==> src/rtl/cpo_pkg.sv <==
package cpo_pkg;
    // number of counter units on the board
    localparam int CPO_UNITS = 4;
    // counter width
    localparam int CPO_WIDTH = 16;
    // register byte offsets (three registers in a block of four words per unit)
    localparam logic [7:0] CPO_OFF_CTRL = 8'h00;
    localparam logic [7:0] CPO_OFF_DIV = 8'h04;
    localparam logic [7:0] CPO_OFF_ACT = 8'h08;
    localparam logic [7:0] CPO_UNIT_STRIDE = 8'h10;
    // control field positions
    localparam int CPO_F_EN = 0;
    localparam int CPO_F_MODE = 1;
    localparam int CPO_F_GATE = 3;
    localparam int CPO_F_POL = 6;
    localparam int CPO_F_CLKSRC = 7;
    localparam int CPO_F_RUN = 8;
    localparam int CPO_F_DONE = 9;
    // reset values
    localparam logic [15:0] CPO_DIV_RST = 16'h0002;
    localparam logic [15:0] CPO_ACT_RST = 16'h0001;
    // internal counter clock divider from pclk
    localparam int CPO_PCLK_HZ = 25000000;
    localparam int CPO_INT_HZ = 5000000;
    localparam logic [7:0] CPO_INT_DIV = 8'(CPO_PCLK_HZ / CPO_INT_HZ);

    // pulse modes
    typedef enum logic [1:0]
    {
        CPO_RATE = 2'b00,
        CPO_ONESHOT = 2'b01,
        CPO_REPEAT = 2'b10
    } cpo_mode_t;

    // gate types
    typedef enum logic [2:0]
    {
        CPO_GATE_NONE = 3'b000,
        CPO_GATE_LOW = 3'b001,
        CPO_GATE_HIGH = 3'b010,
        CPO_GATE_FALL = 3'b011,
        CPO_GATE_RISE = 3'b100
    } cpo_gate_t;

    // software configuration of one unit
    typedef struct packed
    {
        logic enable;
        cpo_mode_t mode;
        cpo_gate_t gate;
        logic pol_high;
        logic ext_clk;
        logic [15:0] divider;
        logic [15:0] active;
    } cpo_cfg_t;

    // status back from one unit
    typedef struct packed
    {
        logic running;
        logic done;
    } cpo_stat_t;
endpackage

==> src/rtl/cpo_sync.sv <==
`timescale 1ns/1ns
// two-flop synchroniser with edge detect on the second stage output
module cpo_sync
    import cpo_pkg::*;
(
    // clock and reset
    input wire logic pclk,
    input wire logic presetn,
    // raw pin and clean outputs
    input wire logic pin,
    output logic level,
    output logic rise,
    output logic fall
);
    // all state in one struct
    typedef struct packed
    {
        logic s1;
        logic s2;
        logic s3;
    } cpo_sync_st_t;

    cpo_sync_st_t st;
    cpo_sync_st_t next_st;

    // shift chain; s1 is read only by s2
    always_comb
    begin
        next_st = st;
        next_st.s1 = pin;
        next_st.s2 = st.s1;
        next_st.s3 = st.s2;
    end

    always_ff @(posedge pclk or negedge presetn)
    begin
        if (!presetn)
            st <= '0;
        else
            st <= next_st;
    end

    // edges are taken between second and third stage
    assign level = st.s2;
    assign rise = st.s2 & ~st.s3;
    assign fall = ~st.s2 & st.s3;
endmodule

==> src/rtl/cpo_unit.sv <==
`timescale 1ns/1ns
// one 16-bit pulse output counter
module cpo_unit
    import cpo_pkg::*;
(
    // clock and reset
    input wire logic pclk,
    input wire logic presetn,
    // configuration and status
    input wire cpo_cfg_t cfg,
    input wire logic stop,
    output cpo_stat_t stat,
    // counting tick and gate events, already synchronised
    input wire logic tick,
    input wire logic gate_level,
    input wire logic gate_rise,
    input wire logic gate_fall,
    // pulse output
    output logic pulse_out
);
    typedef struct packed
    {
        logic busy;
        logic done;
        logic out_act;
        logic [15:0] cnt;
        logic outq;
    } cpo_unit_st_t;

    cpo_unit_st_t st;
    cpo_unit_st_t next_st;
    logic trig;
    logic gate_open;
    logic [15:0] len;

    // edge triggers for pulse modes
    // edge gate start
    always_comb
    begin
        case (cfg.gate)
            CPO_GATE_RISE: trig = gate_rise;
            CPO_GATE_FALL: trig = gate_fall;
            CPO_GATE_NONE: trig = 1'b1;
            default: trig = 1'b0;
        endcase
        case (cfg.gate)
            CPO_GATE_LOW: gate_open = ~gate_level;
            CPO_GATE_HIGH: gate_open = gate_level;
            default: gate_open = 1'b1;
        endcase
    end

    // one-shot full width
    // repeat full width
    assign len = (cfg.divider == 16'h0000) ? 16'h0001 : cfg.divider;

    always_comb
    begin
        next_st = st;
        if (!cfg.enable || stop)
        begin
            // disabled stops output
            next_st.busy = 1'b0;
            next_st.out_act = 1'b0;
            next_st.cnt = '0;
            if (!cfg.enable)
                next_st.done = 1'b0;
        end
        else
        begin
            case (cfg.mode)
                CPO_RATE:
                begin
                    // continuous rate
                    if (tick && gate_open)
                    begin
                        next_st.cnt = (st.cnt + 16'h0001 >= len) ? 16'h0000
                            : st.cnt + 16'h0001;
                        next_st.out_act = (next_st.cnt < cfg.active);
                    end
                end
                CPO_ONESHOT, CPO_REPEAT:
                begin
                    // triggers ignored while busy
                    // ignore after done
                    if (!st.busy && !st.done && trig)
                    begin
                        // one pulse on trigger
                        // pulse every trigger
                        next_st.busy = 1'b1;
                        next_st.out_act = 1'b1;
                        next_st.cnt = '0;
                    end
                    else if (st.busy && tick)
                    begin
                        // length from counter clock
                        if (st.cnt + 16'h0001 >= len)
                        begin
                            next_st.busy = 1'b0;
                            next_st.out_act = 1'b0;
                            next_st.cnt = '0;
                            // stop after one pulse
                            // repeat until stopped
                            next_st.done = (cfg.mode == CPO_ONESHOT);
                        end
                        else
                            next_st.cnt = st.cnt + 16'h0001;
                    end
                end
                default: next_st.out_act = 1'b0;
            endcase
        end
        // polarity select
        // active level by type
        next_st.outq = next_st.out_act ? cfg.pol_high : ~cfg.pol_high;
    end

    always_ff @(posedge pclk or negedge presetn)
    begin
        // output rests at the idle level of the reset pulse type (high-to-low),
        // so leaving reset does not show a false edge on the pin
        if (!presetn)
            st <= '{outq: 1'b1, default: '0};
        else
            st <= next_st;
    end

    assign pulse_out = st.outq;
    assign stat = '{running: st.busy | (cfg.enable & cfg.mode == CPO_RATE), done: st.done};

    // one-shot stays done until disabled
    // ignore after done
    a_oneshot_hold: assert property (@(posedge pclk) disable iff (!presetn)
        (st.done && cfg.enable && !stop && cfg.mode == CPO_ONESHOT) |=> !st.busy && st.done)
        else $error("one-shot restarted after completion");
    // a busy pulse is not retriggered
    a_busy_no_restart: assert property (@(posedge pclk) disable iff (!presetn)
        (st.busy && !tick && cfg.enable && !stop && cfg.mode != CPO_RATE)
        |=> st.busy && st.cnt == $past(st.cnt))
        else $error("pulse counter disturbed by trigger");
    // trigger starts a pulse
    a_trig_start: assert property (@(posedge pclk) disable iff (!presetn)
        (!st.busy && !st.done && trig && cfg.enable && !stop && cfg.mode != CPO_RATE)
        |=> st.busy && pulse_out == $past(cfg.pol_high))
        else $error("trigger did not start pulse");
    // disable idles the output
    a_disable_idle: assert property (@(posedge pclk) disable iff (!presetn)
        (!cfg.enable) [*2] |-> pulse_out == ~$past(cfg.pol_high))
        else $error("output active while disabled");
endmodule

==> src/rtl/cpo_top.sv <==
`timescale 1ns/1ns
// Function
// one-shot emits one pulse on trigger
// one-shot stops after its pulse
// finished one-shot ignores clock and gate
// one-shot width forced full
// pulse length from counter clock
// one-shot polarity selectable
// repeat mode pulses on each trigger
// repeat mode width forced full
// triggers during pulse are dropped
// repeat runs until software stops
// repeat polarity, clock, gate selectable
// four independent counter units
// edge gates trigger pulse modes
// pulse type picks active level
// rate mode runs while enabled
// gate synchronised before edge detect
// trigger held one counter clock
module cpo_top
    import cpo_pkg::*;
(
    // apb slave
    input wire logic pclk,
    input wire logic presetn,
    input wire logic psel,
    input wire logic penable,
    input wire logic pwrite,
    input wire logic [7:0] paddr,
    input wire logic [31:0] pwdata,
    output logic [31:0] prdata,
    output logic pready,
    output logic pslverr,
    // counter pins
    input wire logic [3:0] gate_in,
    input wire logic [3:0] clk_in,
    output logic [3:0] pulse_out
);
    ////////////////////////////////////////////////////////////////////////
    // state
    typedef struct packed
    {
        cpo_cfg_t [CPO_UNITS-1:0] cfg;
        logic [CPO_UNITS-1:0] stop;
        logic [7:0] pre;
        logic [31:0] rdata;
        logic ready;
        logic err;
    } cpo_top_st_t;

    cpo_top_st_t st;
    cpo_top_st_t next_st;
    logic int_tick;
    logic [3:0] g_lvl, g_rise, g_fall, c_rise;
    cpo_stat_t [CPO_UNITS-1:0] stat;
    logic [3:0] pulse_w;
    logic [3:0] unit_sel;
    logic [7:0] reg_off;
    logic hit;

    // unit index and offset within it
    function automatic logic [3:0] unit_of(input logic [7:0] a);
        unit_of = a[7:4];
    endfunction

    ////////////////////////////////////////////////////////////////////////
    // per-unit sync and counter
    // four units
    for (genvar i = 0; i < CPO_UNITS; i++)
    begin : g_unit
        logic tick;
        // gate sync
        cpo_sync u_gate (
            .pclk(pclk),
            .presetn(presetn),
            .pin(gate_in[i]),
            .level(g_lvl[i]),
            .rise(g_rise[i]),
            .fall(g_fall[i])
        );
        // external clock counted on its synchronised rising edge
        cpo_sync u_clk (
            .pclk(pclk),
            .presetn(presetn),
            .pin(clk_in[i]),
            .level(),
            .rise(c_rise[i]),
            .fall()
        );
        // clock source select
        assign tick = st.cfg[i].ext_clk ? c_rise[i] : int_tick;
        cpo_unit u_cnt (
            .pclk(pclk),
            .presetn(presetn),
            .cfg(st.cfg[i]),
            .stop(st.stop[i]),
            .stat(stat[i]),
            .tick(tick),
            .gate_level(g_lvl[i]),
            .gate_rise(g_rise[i]),
            .gate_fall(g_fall[i]),
            .pulse_out(pulse_w[i])
        );
    end

    // unit outputs are already flopped inside each unit
    assign pulse_out = pulse_w;

    ////////////////////////////////////////////////////////////////////////
    // internal counter clock enable
    assign int_tick = (st.pre == 8'h00);
    assign unit_sel = unit_of(paddr);
    assign reg_off = {4'h0, paddr[3:0]};
    assign hit = (unit_sel < 4'(CPO_UNITS)) && (paddr[1:0] == 2'b00)
        && (reg_off != 8'h0c);

    ////////////////////////////////////////////////////////////////////////
    // apb access, answered in the cycle after setup
    always_comb
    begin
        next_st = st;
        next_st.stop = '0;
        next_st.pre = (st.pre == CPO_INT_DIV - 8'h01) ? 8'h00 : st.pre + 8'h01;
        next_st.ready = 1'b0;
        next_st.err = 1'b0;
        if (psel && !penable)
        begin
            next_st.ready = 1'b1;
            next_st.err = !hit;
            next_st.rdata = '0;
            if (hit && !pwrite)
            begin
                case (reg_off)
                    CPO_OFF_CTRL: next_st.rdata = {22'h0, stat[unit_sel[1:0]].done,
                        stat[unit_sel[1:0]].running, st.cfg[unit_sel[1:0]].ext_clk,
                        st.cfg[unit_sel[1:0]].pol_high, st.cfg[unit_sel[1:0]].gate,
                        st.cfg[unit_sel[1:0]].mode, st.cfg[unit_sel[1:0]].enable};
                    CPO_OFF_DIV: next_st.rdata = {16'h0, st.cfg[unit_sel[1:0]].divider};
                    CPO_OFF_ACT: next_st.rdata = {16'h0, st.cfg[unit_sel[1:0]].active};
                    default: next_st.rdata = '0;
                endcase
            end
        end
        // write commits at the access edge
        if (psel && penable && st.ready && pwrite && !st.err)
        begin
            case (reg_off)
                CPO_OFF_CTRL:
                begin
                    // software stop ends repeat mode
                    next_st.stop[unit_sel[1:0]] = st.cfg[unit_sel[1:0]].enable
                        & ~pwdata[CPO_F_EN];
                    next_st.cfg[unit_sel[1:0]].enable = pwdata[CPO_F_EN];
                    next_st.cfg[unit_sel[1:0]].mode = cpo_mode_t'(pwdata[CPO_F_MODE +: 2]);
                    next_st.cfg[unit_sel[1:0]].gate = cpo_gate_t'(pwdata[CPO_F_GATE +: 3]);
                    next_st.cfg[unit_sel[1:0]].pol_high = pwdata[CPO_F_POL];
                    next_st.cfg[unit_sel[1:0]].ext_clk = pwdata[CPO_F_CLKSRC];
                end
                CPO_OFF_DIV: next_st.cfg[unit_sel[1:0]].divider = pwdata[15:0];
                CPO_OFF_ACT: next_st.cfg[unit_sel[1:0]].active = pwdata[15:0];
                default: next_st.err = 1'b0;
            endcase
        end
    end

    always_ff @(posedge pclk or negedge presetn)
    begin
        if (!presetn)
        begin
            st <= '0;
            // prescaler parks just before wrap so no tick is seen on the release edge
            st.pre <= CPO_INT_DIV - 8'h01;
            for (int k = 0; k < CPO_UNITS; k++)
            begin
                st.cfg[k].divider <= CPO_DIV_RST;
                st.cfg[k].active <= CPO_ACT_RST;
            end
        end
        else
            st <= next_st;
    end

    assign prdata = st.rdata;
    assign pready = st.ready;
    assign pslverr = st.err;

    // access phase is one cycle long
    a_apb_ready: assert property (@(posedge pclk) disable iff (!presetn)
        (psel && !penable) |=> pready ##1 !pready)
        else $error("apb ready not one cycle after setup");
    // internal tick period
    a_tick_period: assert property (@(posedge pclk) disable iff (!presetn)
        int_tick |=> !int_tick [*4] ##1 int_tick)
        else $error("internal tick spacing wrong");
endmodule

==> config.mk <==
export PLATFORM = sky130hd
export DESIGN_NAME = cpo_top
export DESIGN_NICKNAME = d
export VERILOG_FILES = /design/src/rtl/cpo_pkg.sv /design/src/rtl/cpo_sync.sv /design/src/rtl/cpo_unit.sv /design/src/rtl/cpo_top.sv
export SDC_FILE = /design/constraint.sdc
export NUM_CORES = 1
export LEC_CHECK = 0
export ABC_AREA = 0
export BUFFER_PORTS_ARGS = -buffer_cell sky130_fd_sc_hd__buf_2
export CORE_MARGIN = 5
export CORE_UTILIZATION = 52
export CTS_BUF_LIST = sky130_fd_sc_hd__clkbuf_2 sky130_fd_sc_hd__clkbuf_4 sky130_fd_sc_hd__clkbuf_8
export CTS_CLUSTER_DIAMETER = 80
export CTS_CLUSTER_SIZE = 30
export DETAILED_ROUTE_END_ITERATION = 8
export GPL_ROUTABILITY_DRIVEN = 0
export PLACE_DENSITY_LB_ADDON = 0.15
export SYNTH_ARGS = -nofsm -noshare
export SYNTH_HDL_FRONTEND = slang
export SYNTH_SLANG_ARGS = --single-unit
==> constraint.sdc <==
create_clock -name pclk -period 5.7 [get_ports pclk]
set_clock_uncertainty 0.05 [all_clocks]
set_input_delay 0.57 -clock pclk [delete_from_list [all_inputs] [get_ports pclk]]
set_output_delay 0.57 -clock pclk [all_outputs]
set_load 0.01 [all_outputs]
==> impl_metrics.toml, run 1 <==
[run_status]
outcome = "finished clean"

[synth]
yosysMostFrequentCell = "dfrtp_1"
synth_top_area_share_pct = 39.12
yosysUniqueCellTypes = 79
synth_area_leaders = "dfrtp_1 39%, mux2_2 10%, ha_1 9.9%"
syn_area_sq_um = 17970
synth_edf_count = 0
ys_ff_latch = 294
ys.flop_type = "dfrtp_1"
syn_inst = 1748
synth_top_cell_by_area = "dfrtp_1"
synth-async-reset-ratio_pct = 100.0
ys_seq_area_share_pct = 41.02
synth_common_cells = "281 x dfrtp_1, 189 x inv_1, 160 x mux2_2"
ys_warn_count = 0
syn_area_per_cell_sq_um = 10.28

[critical_path]
r2r_slack_ps = 480
cpPeakStageDelay_ps = 520
crit_start = "g_unit[0].u_cnt.st[1]"
start_kind = "register"
r2r_end = "g_unit[0].u_cnt.pulse_out"
r2r-start = "g_unit[0].u_cnt.st[1]"
cp_num_buf_inv = 2
path_class = "reg2reg"
cp.required_ps = 6180
path_delay_family = "simple AND/OR/NAND/NOR gates"
end_kind = "register"
arrival_ps = 5700
crit_slowest_cell = "dfrtp_1"
cp_max_fo = 11
cpMostUsedCell = "ha_1"
crit_cells = 24
crit_end = "g_unit[0].u_cnt.pulse_out"
cp_cell_sequence = "ha_1 > nand3_1 > nor2_1 > and3_1 > and3_1 > nand3_1 > xor2_1 > inv_1 > ha_1 > nand2_1 > nor4_1 > o21ai_0 > nand3_2 > buf_4 > nor2b_1 > ha_1 > a21o_1 > a21o_1 > a21oi_1 > a21oi_1 > a211oi_1 > a41o_1 > a31o_2 > xnor2_1"
r2r_cells = 24

[floorplanning]
start_util_pct = 52.29
core_area_sq_um = 34370
die-area_sq_um = 38380
ios = 91
dieHeight_um = 195.9
die-width_um = 195.9
rows = 68

[detailed_routing]
vias = 12935
top_layer = "met4"
via_per_inst = 5.782
antenna_left = 0
wl_um = 46770
drc = 0
wl_met3_um = 2211
wire_per_inst_um = 20.91
drt_iter0_drc = 852
dr.pass1.iters = 5
routed-wl-met2_um = 21710
wl_met1_um = 21300

[placed_design]
dp_hpwl_um = 35970
io_buffers = 58
placed_cell_area_sq_um = 18520
dp_cells = 2196

[clocking]
cts_buffers = 18
cts_buffer_depth = 3
clkSinkCount = 294
clock_latency_ps = 600
post_cts_buffers = 0
clk_pin_slew_worst_paths_ps = 160
cts_tree = "yes"
cts-root-buf = "clkbuf_8"
h-tree-depth = 1

[global_routing]
grt_max_degree = 107
gr-total-overflow = 0
grt_pass1_vias = 13069
grt_pass1_wl_um = 73830
antenna_found_initial = 0
grtUsageTotal_pct = 24.20

[timing]
tightest_slew_ps = 967.1
fmax_mhz = 191.6
maxSlewViolCount = 0
hold_ws_ps = 214.6
finalCritPeriodShare_pct = 91.54
hold_viol = 0
tns_ps = 0
finalSetupViolations = 0
slew_headroom_pct = 35.53
min_period_ps = 5218

[cells_and_area]
seq_area_sq_um = 7373
area_growth_pct = 6.258
fillers = 3103
final_util_pct = 55.56
finalNonFillerCells = 2237
diodes = 0
final_area_sq_um = 19100
multiInputGateArea_sq_um = 9478
nNetsFinal = 1965
drive_gt1_share_pct = 19.98

[min_path]
hold_path_class = "in2reg"
hold_start = "paddr[6]"

[job]
max_cap_violations = 0

[power]
p_per_area_nw_per_um2 = 187.8
ir_drop_mv = 0.1799
p_leak_nw = 9.132
[per-layer routing]
layer | global-route usage (%) | up-vias
met4 | 6.749 | 0
li1 | - | 6137
met3 | 2.868 | 70
met5 | 0 | -
met2 | 39.47 | 292
met1 | 34.50 | 6436
[cell type report]
type	instances	share of cell area (%)
clock buffer	20	1.409
clock inverter	12	1.002
inverter	189	3.715
multi-input combinational	1186	49.63
sequential	294	38.61
tap	455	2.981
timing repair buffer	81	2.660
[worst min-delay path, cell delays in order]
cell and delay (ps):
buf_2 80, a211oi_1 40, a21oi_1 130
[timing repair]
action	in CTS	in global routing
gates resized for setup	0	9
endpoints found under the setup margin	0	5
hold buffers	9	0
endpoints found under the hold margin	77	0
[how the worst min path moves through the flow]
stage	endpoint	cells after the start	slack (ps)
global route	pslverr	3	200
global placement	g_unit[0].u_clk.level	0	280
detailed placement	g_unit[1].u_gate.level	0	290
finish	pslverr	3	210
floorplan	asynchronous set/reset pin	0	220
CTS	pslverr	3	170
[cells by family after synthesis]
group           synth area share [%]
compound gates                 10.11
xor+xnor                       3.021
fa+ha+maj                      9.885
buf+inv                        6.773
flops                          41.02
mux                            15.45
other cells                  0.02086
simple gates                   13.71
[power by group]
| group | switching [mW] | leakage (nW) | internal [mW] |
|---|---|---|---|
| logic | 0.167 | 4.91 | 0.0887 |
| registers | 0.0247 | 4.00 | 2.11 |
| clock network | 0.805 | 0.224 | 0.390 |
[layout by cell type (no fill, tap or decap), drive strengths merged, types with 11 or more instances in the layout]
| master | instances |
|---|---|
| a211oi | 11 |
| a21o | 23 |
| a21oi | 64 |
| and3 | 16 |
| buf | 72 |
| clkbuf | 20 |
| conb | 16 |
| dfrtp | 281 |
| dfstp | 13 |
| ha | 142 |
| inv | 194 |
| mux2 | 160 |
| mux4 | 42 |
| nand2 | 123 |
| nand2b | 22 |
| nand3 | 52 |
| nand3b | 12 |
| nand4 | 17 |
| nor2 | 104 |
| nor2b | 43 |
| nor4 | 18 |
| o21ai | 119 |
| o31ai | 14 |
| xnor2 | 15 |
| xor2 | 47 |
[metrics by stage]
| step | power (mW) | setup WS [ps] |
|---|---|---|
| 5_1_grt | 3.733 | -15.60 |
| 3_5_place_dp | 2.424 | 296.4 |
| 2_1_floorplan | 2.306 | 932.8 |
| 4_1_cts | 3.620 | 224.6 |
| 6_report | 3.586 | 481.9 |
| 3_3_place_gp | 2.420 | 432.2 |
(Power assumes the default switching activity.)
==> run 2: changes to the inputs <==
- SYNTH_HIERARCHICAL: default -> 1
==> impl_metrics.toml, run 2 <==
[timing]
worst_slack_ps = 315.6
hold_viol = 0
maxSlewViolCount = 0
finalSetupViolations = 0
min_period_ps = 5384
slew_headroom_pct = 32.24
fmax_mhz = 185.7
finalCritPeriodShare_pct = 94.46
tns_ps = 0
tightest_slew_ps = 1006
grt_setup_unrepaired = "false"

[cells_and_area]
diodes = 0
drive_gt1_share_pct = 21.86
nNetsFinal = 2010
final_cell_mix = "280 x dfrtp_1, 187 x inv_1, 142 x ha_1, 138 x mux2_2, 116 x nand2_1"
area_growth_pct = 6.346
finalNonFillerCells = 2291
fillers = 3134
final_area_sq_um = 19940
final_common_cell = "dfrtp_1"

[floorplanning]
rows = 69
die-area_sq_um = 39960
ios = 91
start_util_pct = 52.72
core_area_sq_um = 35570
dieHeight_um = 199.9
die-width_um = 199.9

[placed_design]
placed_cell_area_sq_um = 19270
dp_slack_ps = 128.9
io_buffers = 58
dp_hpwl_um = 38050
dp_cells = 2243

[critical_path]
cp.required_ps = 6180
end_kind = "register"
cp_max_fo = 9
cpPeakStageDelay_ps = 650
cpMostUsedCell = "ha_1"
path_class = "reg2reg"
crit_slowest_cell = "or4_1"
cp_cell_sequence = "ha_1 > nand3_1 > nor2_1 > and3_1 > nand3_1 > xor2_1 > inv_1 > ha_1 > nand4_2 > or4_4 > o32a_4 > nand2_2 > nor2b_1 > ha_1 > nand4_1 > or4_1 > nor4_2 > a32oi_4 > o221ai_1 > a211oi_2"
start_kind = "register"
arrival_ps = 5870

[synth]
ys_warn_count = 6
syn_inst = 1778
syn_area_sq_um = 18750
syn_area_per_cell_sq_um = 10.55

[clocking]
cts_tree = "yes"
h-tree-depth = 1
cts-root-buf = "clkbuf_8"
clk_pin_slew_worst_paths_ps = 160
clock_latency_ps = 630
clkSinkCount = 294
post_cts_buffers = 0
cts_buffer_depth = 3
cts_buffers = 22

[detailed_routing]
drt_iter0_drc = 1096
antenna_left = 0
drc = 0
wl_um = 50140
vias = 13771
dr.pass1.iters = 5
via_per_inst = 6.011
wire_per_inst_um = 21.89

[global_routing]
grt_max_degree = 134
grtUsageTotal_pct = 25.14
grt_pass1_vias = 13371
antenna_found_initial = 0
grt_pass1_wl_um = 78110
gr-total-overflow = 0

[run_status]
outcome = "finished clean"

[min_path]
hold_path_class = "in2reg"

[power]
p_per_area_nw_per_um2 = 190.7
ir_drop_mv = 0.2291
p_total_mw = 3.802
p_leak_nw = 9.497

[job]
max_cap_violations = 0
run 2: critical path, delay by kind of cell, from the launching register on:
kind / cells / cell delay (ps)
xor+xnor: 1 / 250
flops: 1 / 470
simple gates: 11 / 2790
fa+ha+maj: 3 / 850
buf+inv: 1 / 80
compound gates: 4 / 830
run 2: power breakdown:
part | switching (mW) | internal (mW) | leakage, nW
clock | 0.902 | 0.470 | 0.277
combinational | 0.194 | 0.101 | 5.22
sequential | 0.0250 | 2.11 | 4.00
run 2: stage by stage:
| stage | util, % | hold WS (ps) |
|---|---|---|
| 4_1_cts | 55.98 | 7.822 |
| 2_1_floorplan | - | 224.4 |
| 3_3_place_gp | 54.16 | 282.5 |
| 5_1_grt | 56.06 | 170.8 |
| 3_5_place_dp | 54.16 | 286.2 |
| 6_report | 56.06 | 184.2 |
run 2: area by class of cell:
class / count / area (sq um) / share of cell area, %
clock buffers: 23 / 316.6 / 1.588
clock inverters: 16 / 249.0 / 1.249
inverters: 188 / 705.7 / 3.539
multi-input cells: 1220 / 10150 / 50.90
flip-flops and latches: 294 / 7375 / 36.98
well taps: 461 / 576.8 / 2.893
repair buffers: 89 / 568.0 / 2.849
run 2: final timing paths:
path / depth (start not counted) / slack [ps] / from / to
max in group asynchronous: 3 / 3870 / presetn / prdata[12]
worst max register to register: 20 / 320 / g_unit[1].u_cnt/st[1] / g_unit[1].u_cnt/pulse_out
worst max-delay path: 20 / 320 / g_unit[1].u_cnt/st[1] / g_unit[1].u_cnt/pulse_out
worst min-delay path: 3 / 180 / paddr[7] / pslverr
min in group asynchronous: 2 / 470 / presetn / g_unit[1].u_cnt/st[14]
worst min register to register: 0 / 310 / g_unit[3].u_gate/next_st[1] / g_unit[3].u_gate/level
run 2: layer usage:
metal  GRT usage, %  up-vias  part of all wire [%]  routed length, um
met4          7.094        0                   3.0               1517
met2          40.87      388                    47              23330
met1          35.69     6932                    45              22810
met3          3.424       74                   4.9               2478
li1               -     6377                     -                  -
met5              0        -                     0                  0
run 2: timing repair:
| action | CTS | global route |
|---|---|---|
| setup endpoints to repair | 0 | 5 |
| hold buffers | 8 | 1 |
| gates resized for setup | 0 | 6 |
| endpoints found under the hold margin | 89 | 1 |
==> run 3: changes to the inputs <==
- CORE_MARGIN: 5 -> 2
- MAX_ROUTING_LAYER: default -> met4
==> impl_metrics.toml, run 3 (synthesized netlist as in run 2, its figures left out) <==
[run_status]
outcome = "finished clean"

[critical_path]
end_kind = "register"
r2r-start = "g_unit[3].u_cnt/st[1]"
start_kind = "register"
cp_max_fo = 7
r2r_end = "g_unit[3].u_cnt/pulse_out"
r2r_cells = 20
cpPeakStageDelay_ps = 490
cpMostUsedCell = "ha_1"
r2r_slack_ps = 330
cp_cell_sequence = "ha_1 > nand2_1 > nor3_2 > and3_1 > and3_1 > xor2_1 > ha_1 > nand2_1 > o21ai_0 > nor4_2 > nand3_2 > nor2b_1 > ha_1 > a211oi_1 > nor2_1 > a2111o_1 > a221oi_2 > o21ai_1 > a211oi_2 > xnor2_1"
arrival_ps = 5820
crit_start = "g_unit[3].u_cnt/st[1]"
path_class = "reg2reg"
crit_slowest_cell = "dfrtp_1"
cp.required_ps = 6150

[floorplanning]
start_util_pct = 52.72
dieHeight_um = 193.9
rows = 69
ios = 91
die-area_sq_um = 37590
core_area_sq_um = 35570
die-width_um = 193.9

[power]
p_total_mw = 3.820
ir_drop_mv = 0.2187
p_leak_nw = 9.517
p_per_area_nw_per_um2 = 190.9

[timing]
fmax_mhz = 186.3
tightest_slew_ps = 1002
slew_headroom_pct = 32.57
min_period_ps = 5368
hold_viol = 0
finalSetupViolations = 0
hold_ws_ps = 271.2
finalCritPeriodShare_pct = 94.17
maxSlewViolCount = 0

[clocking]
clk_pin_slew_worst_paths_ps = 150
cts-root-buf = "clkbuf_8"
cts_tree = "yes"
clock_latency_ps = 620
cts_buffers = 21
h-tree-depth = 1
clkSinkCount = 294
cts_buffer_depth = 3

[detailed_routing]
routed-wl-met2_um = 23410
wl_met1_um = 22920
top_layer = "met4"
wire_per_inst_um = 21.79
wl_um = 49990
antenna_left = 0
wl_met3_um = 2320
drt_iter0_drc = 883
via_per_inst = 5.985
vias = 13730
dr.pass1.iters = 5
drc = 0

[global_routing]
grt_pass1_wl_um = 78090
gr-total-overflow = 0
antenna_found_initial = 0
grtUsageTotal_pct = 27.34
grt_max_degree = 137
grt_pass1_vias = 13393

[cells_and_area]
final_cell_mix = "279 x dfrtp_1, 187 x inv_1, 142 x ha_1, 138 x mux2_2, 116 x nand2_1"
final_common_cell = "dfrtp_1"
finalNonFillerCells = 2294
area_growth_pct = 6.719
diodes = 0
nNetsFinal = 2014
drive_gt1_share_pct = 22.20

[min_path]
min_to = "pslverr"
hold_start = "paddr[6]"
hold_depth = 3
hold_path_class = "in2reg"

[job]
max_cap_violations = 0

[placed_design]
dp_hpwl_um = 37960
dp_cells = 2246
io_buffers = 58
[run 3: timing repair]
| item | in CTS | in global routing |
|---|---|---|
| hold endpoints to repair | 37 | 0 |
| buffers inserted | 0 | 1 |
| setup endpoints to repair | 0 | 5 |
| hold buffers | 9 | 0 |
| gates resized for setup | 0 | 10 |
[run 3: per-stage QoR]
| stage | util (%) | instance area, sq um | TNS (ps) | setup slack [ps] |
|---|---|---|---|---|
| floorplan | - | 18810 | 0 | 576.6 |
| global placement | 54.23 | 19290 | 0 | 348.6 |
| finish | 56.26 | 20010 | 0 | 332.3 |
| global route | 56.26 | 20010 | -36.10 | -36.10 |
| CTS | 56.13 | 19960 | 0 | 128.5 |
| detailed placement | 54.23 | 19290 | 0 | 169.0 |
[run 3: critical path, delay by kind of cell, from the launching register on]
family                     cells  cell delay (ps)
adders and majority gates      3              860
xor gates and xnor gates       2              470
DFF                            1              490
AOI/OAI and AO/OA              6             1500
and+or+nand+nor                9             1910
[run 3: power breakdown]
part           leakage [nW]  total [mW]  switching [mW]  internal [mW]
clock                 0.275        1.39           0.931          0.456
sequential             4.00        2.14          0.0252           2.11
combinational          5.25       0.298           0.194          0.104
total                  9.52        3.82            1.15           2.67
[run 3: layout make-up]
cell class                 count  area [sq um]
tap                          461         576.8
fill                        3098         15560
clock inverter                16         296.5
timing repair buffer          93         598.1
inverter                     188         705.7
sequential                   294          7376
clock buffer                  21         289.0
multi-input combinational   1221         10170
[run 3: worst max path at each step]
stage	depth (start not counted)	end	slack, ps
floorplan	21	g_unit[2].u_cnt/pulse_out	580
global placement	20	g_unit[1].u_cnt/pulse_out	350
detailed placement	20	g_unit[1].u_cnt/pulse_out	170
CTS	20	g_unit[1].u_cnt/pulse_out	130
global route	20	g_unit[3].u_cnt/pulse_out	-40
finish	20	g_unit[3].u_cnt/pulse_out	330
[run 3: routing by layer]
layer / vias to the layer above / track usage [%]
met5: - / -
met4: 0 / 6.650
met3: 61 / 2.766
met2: 325 / 43.15
met1: 6974 / 38.27
li1: 6370 / -
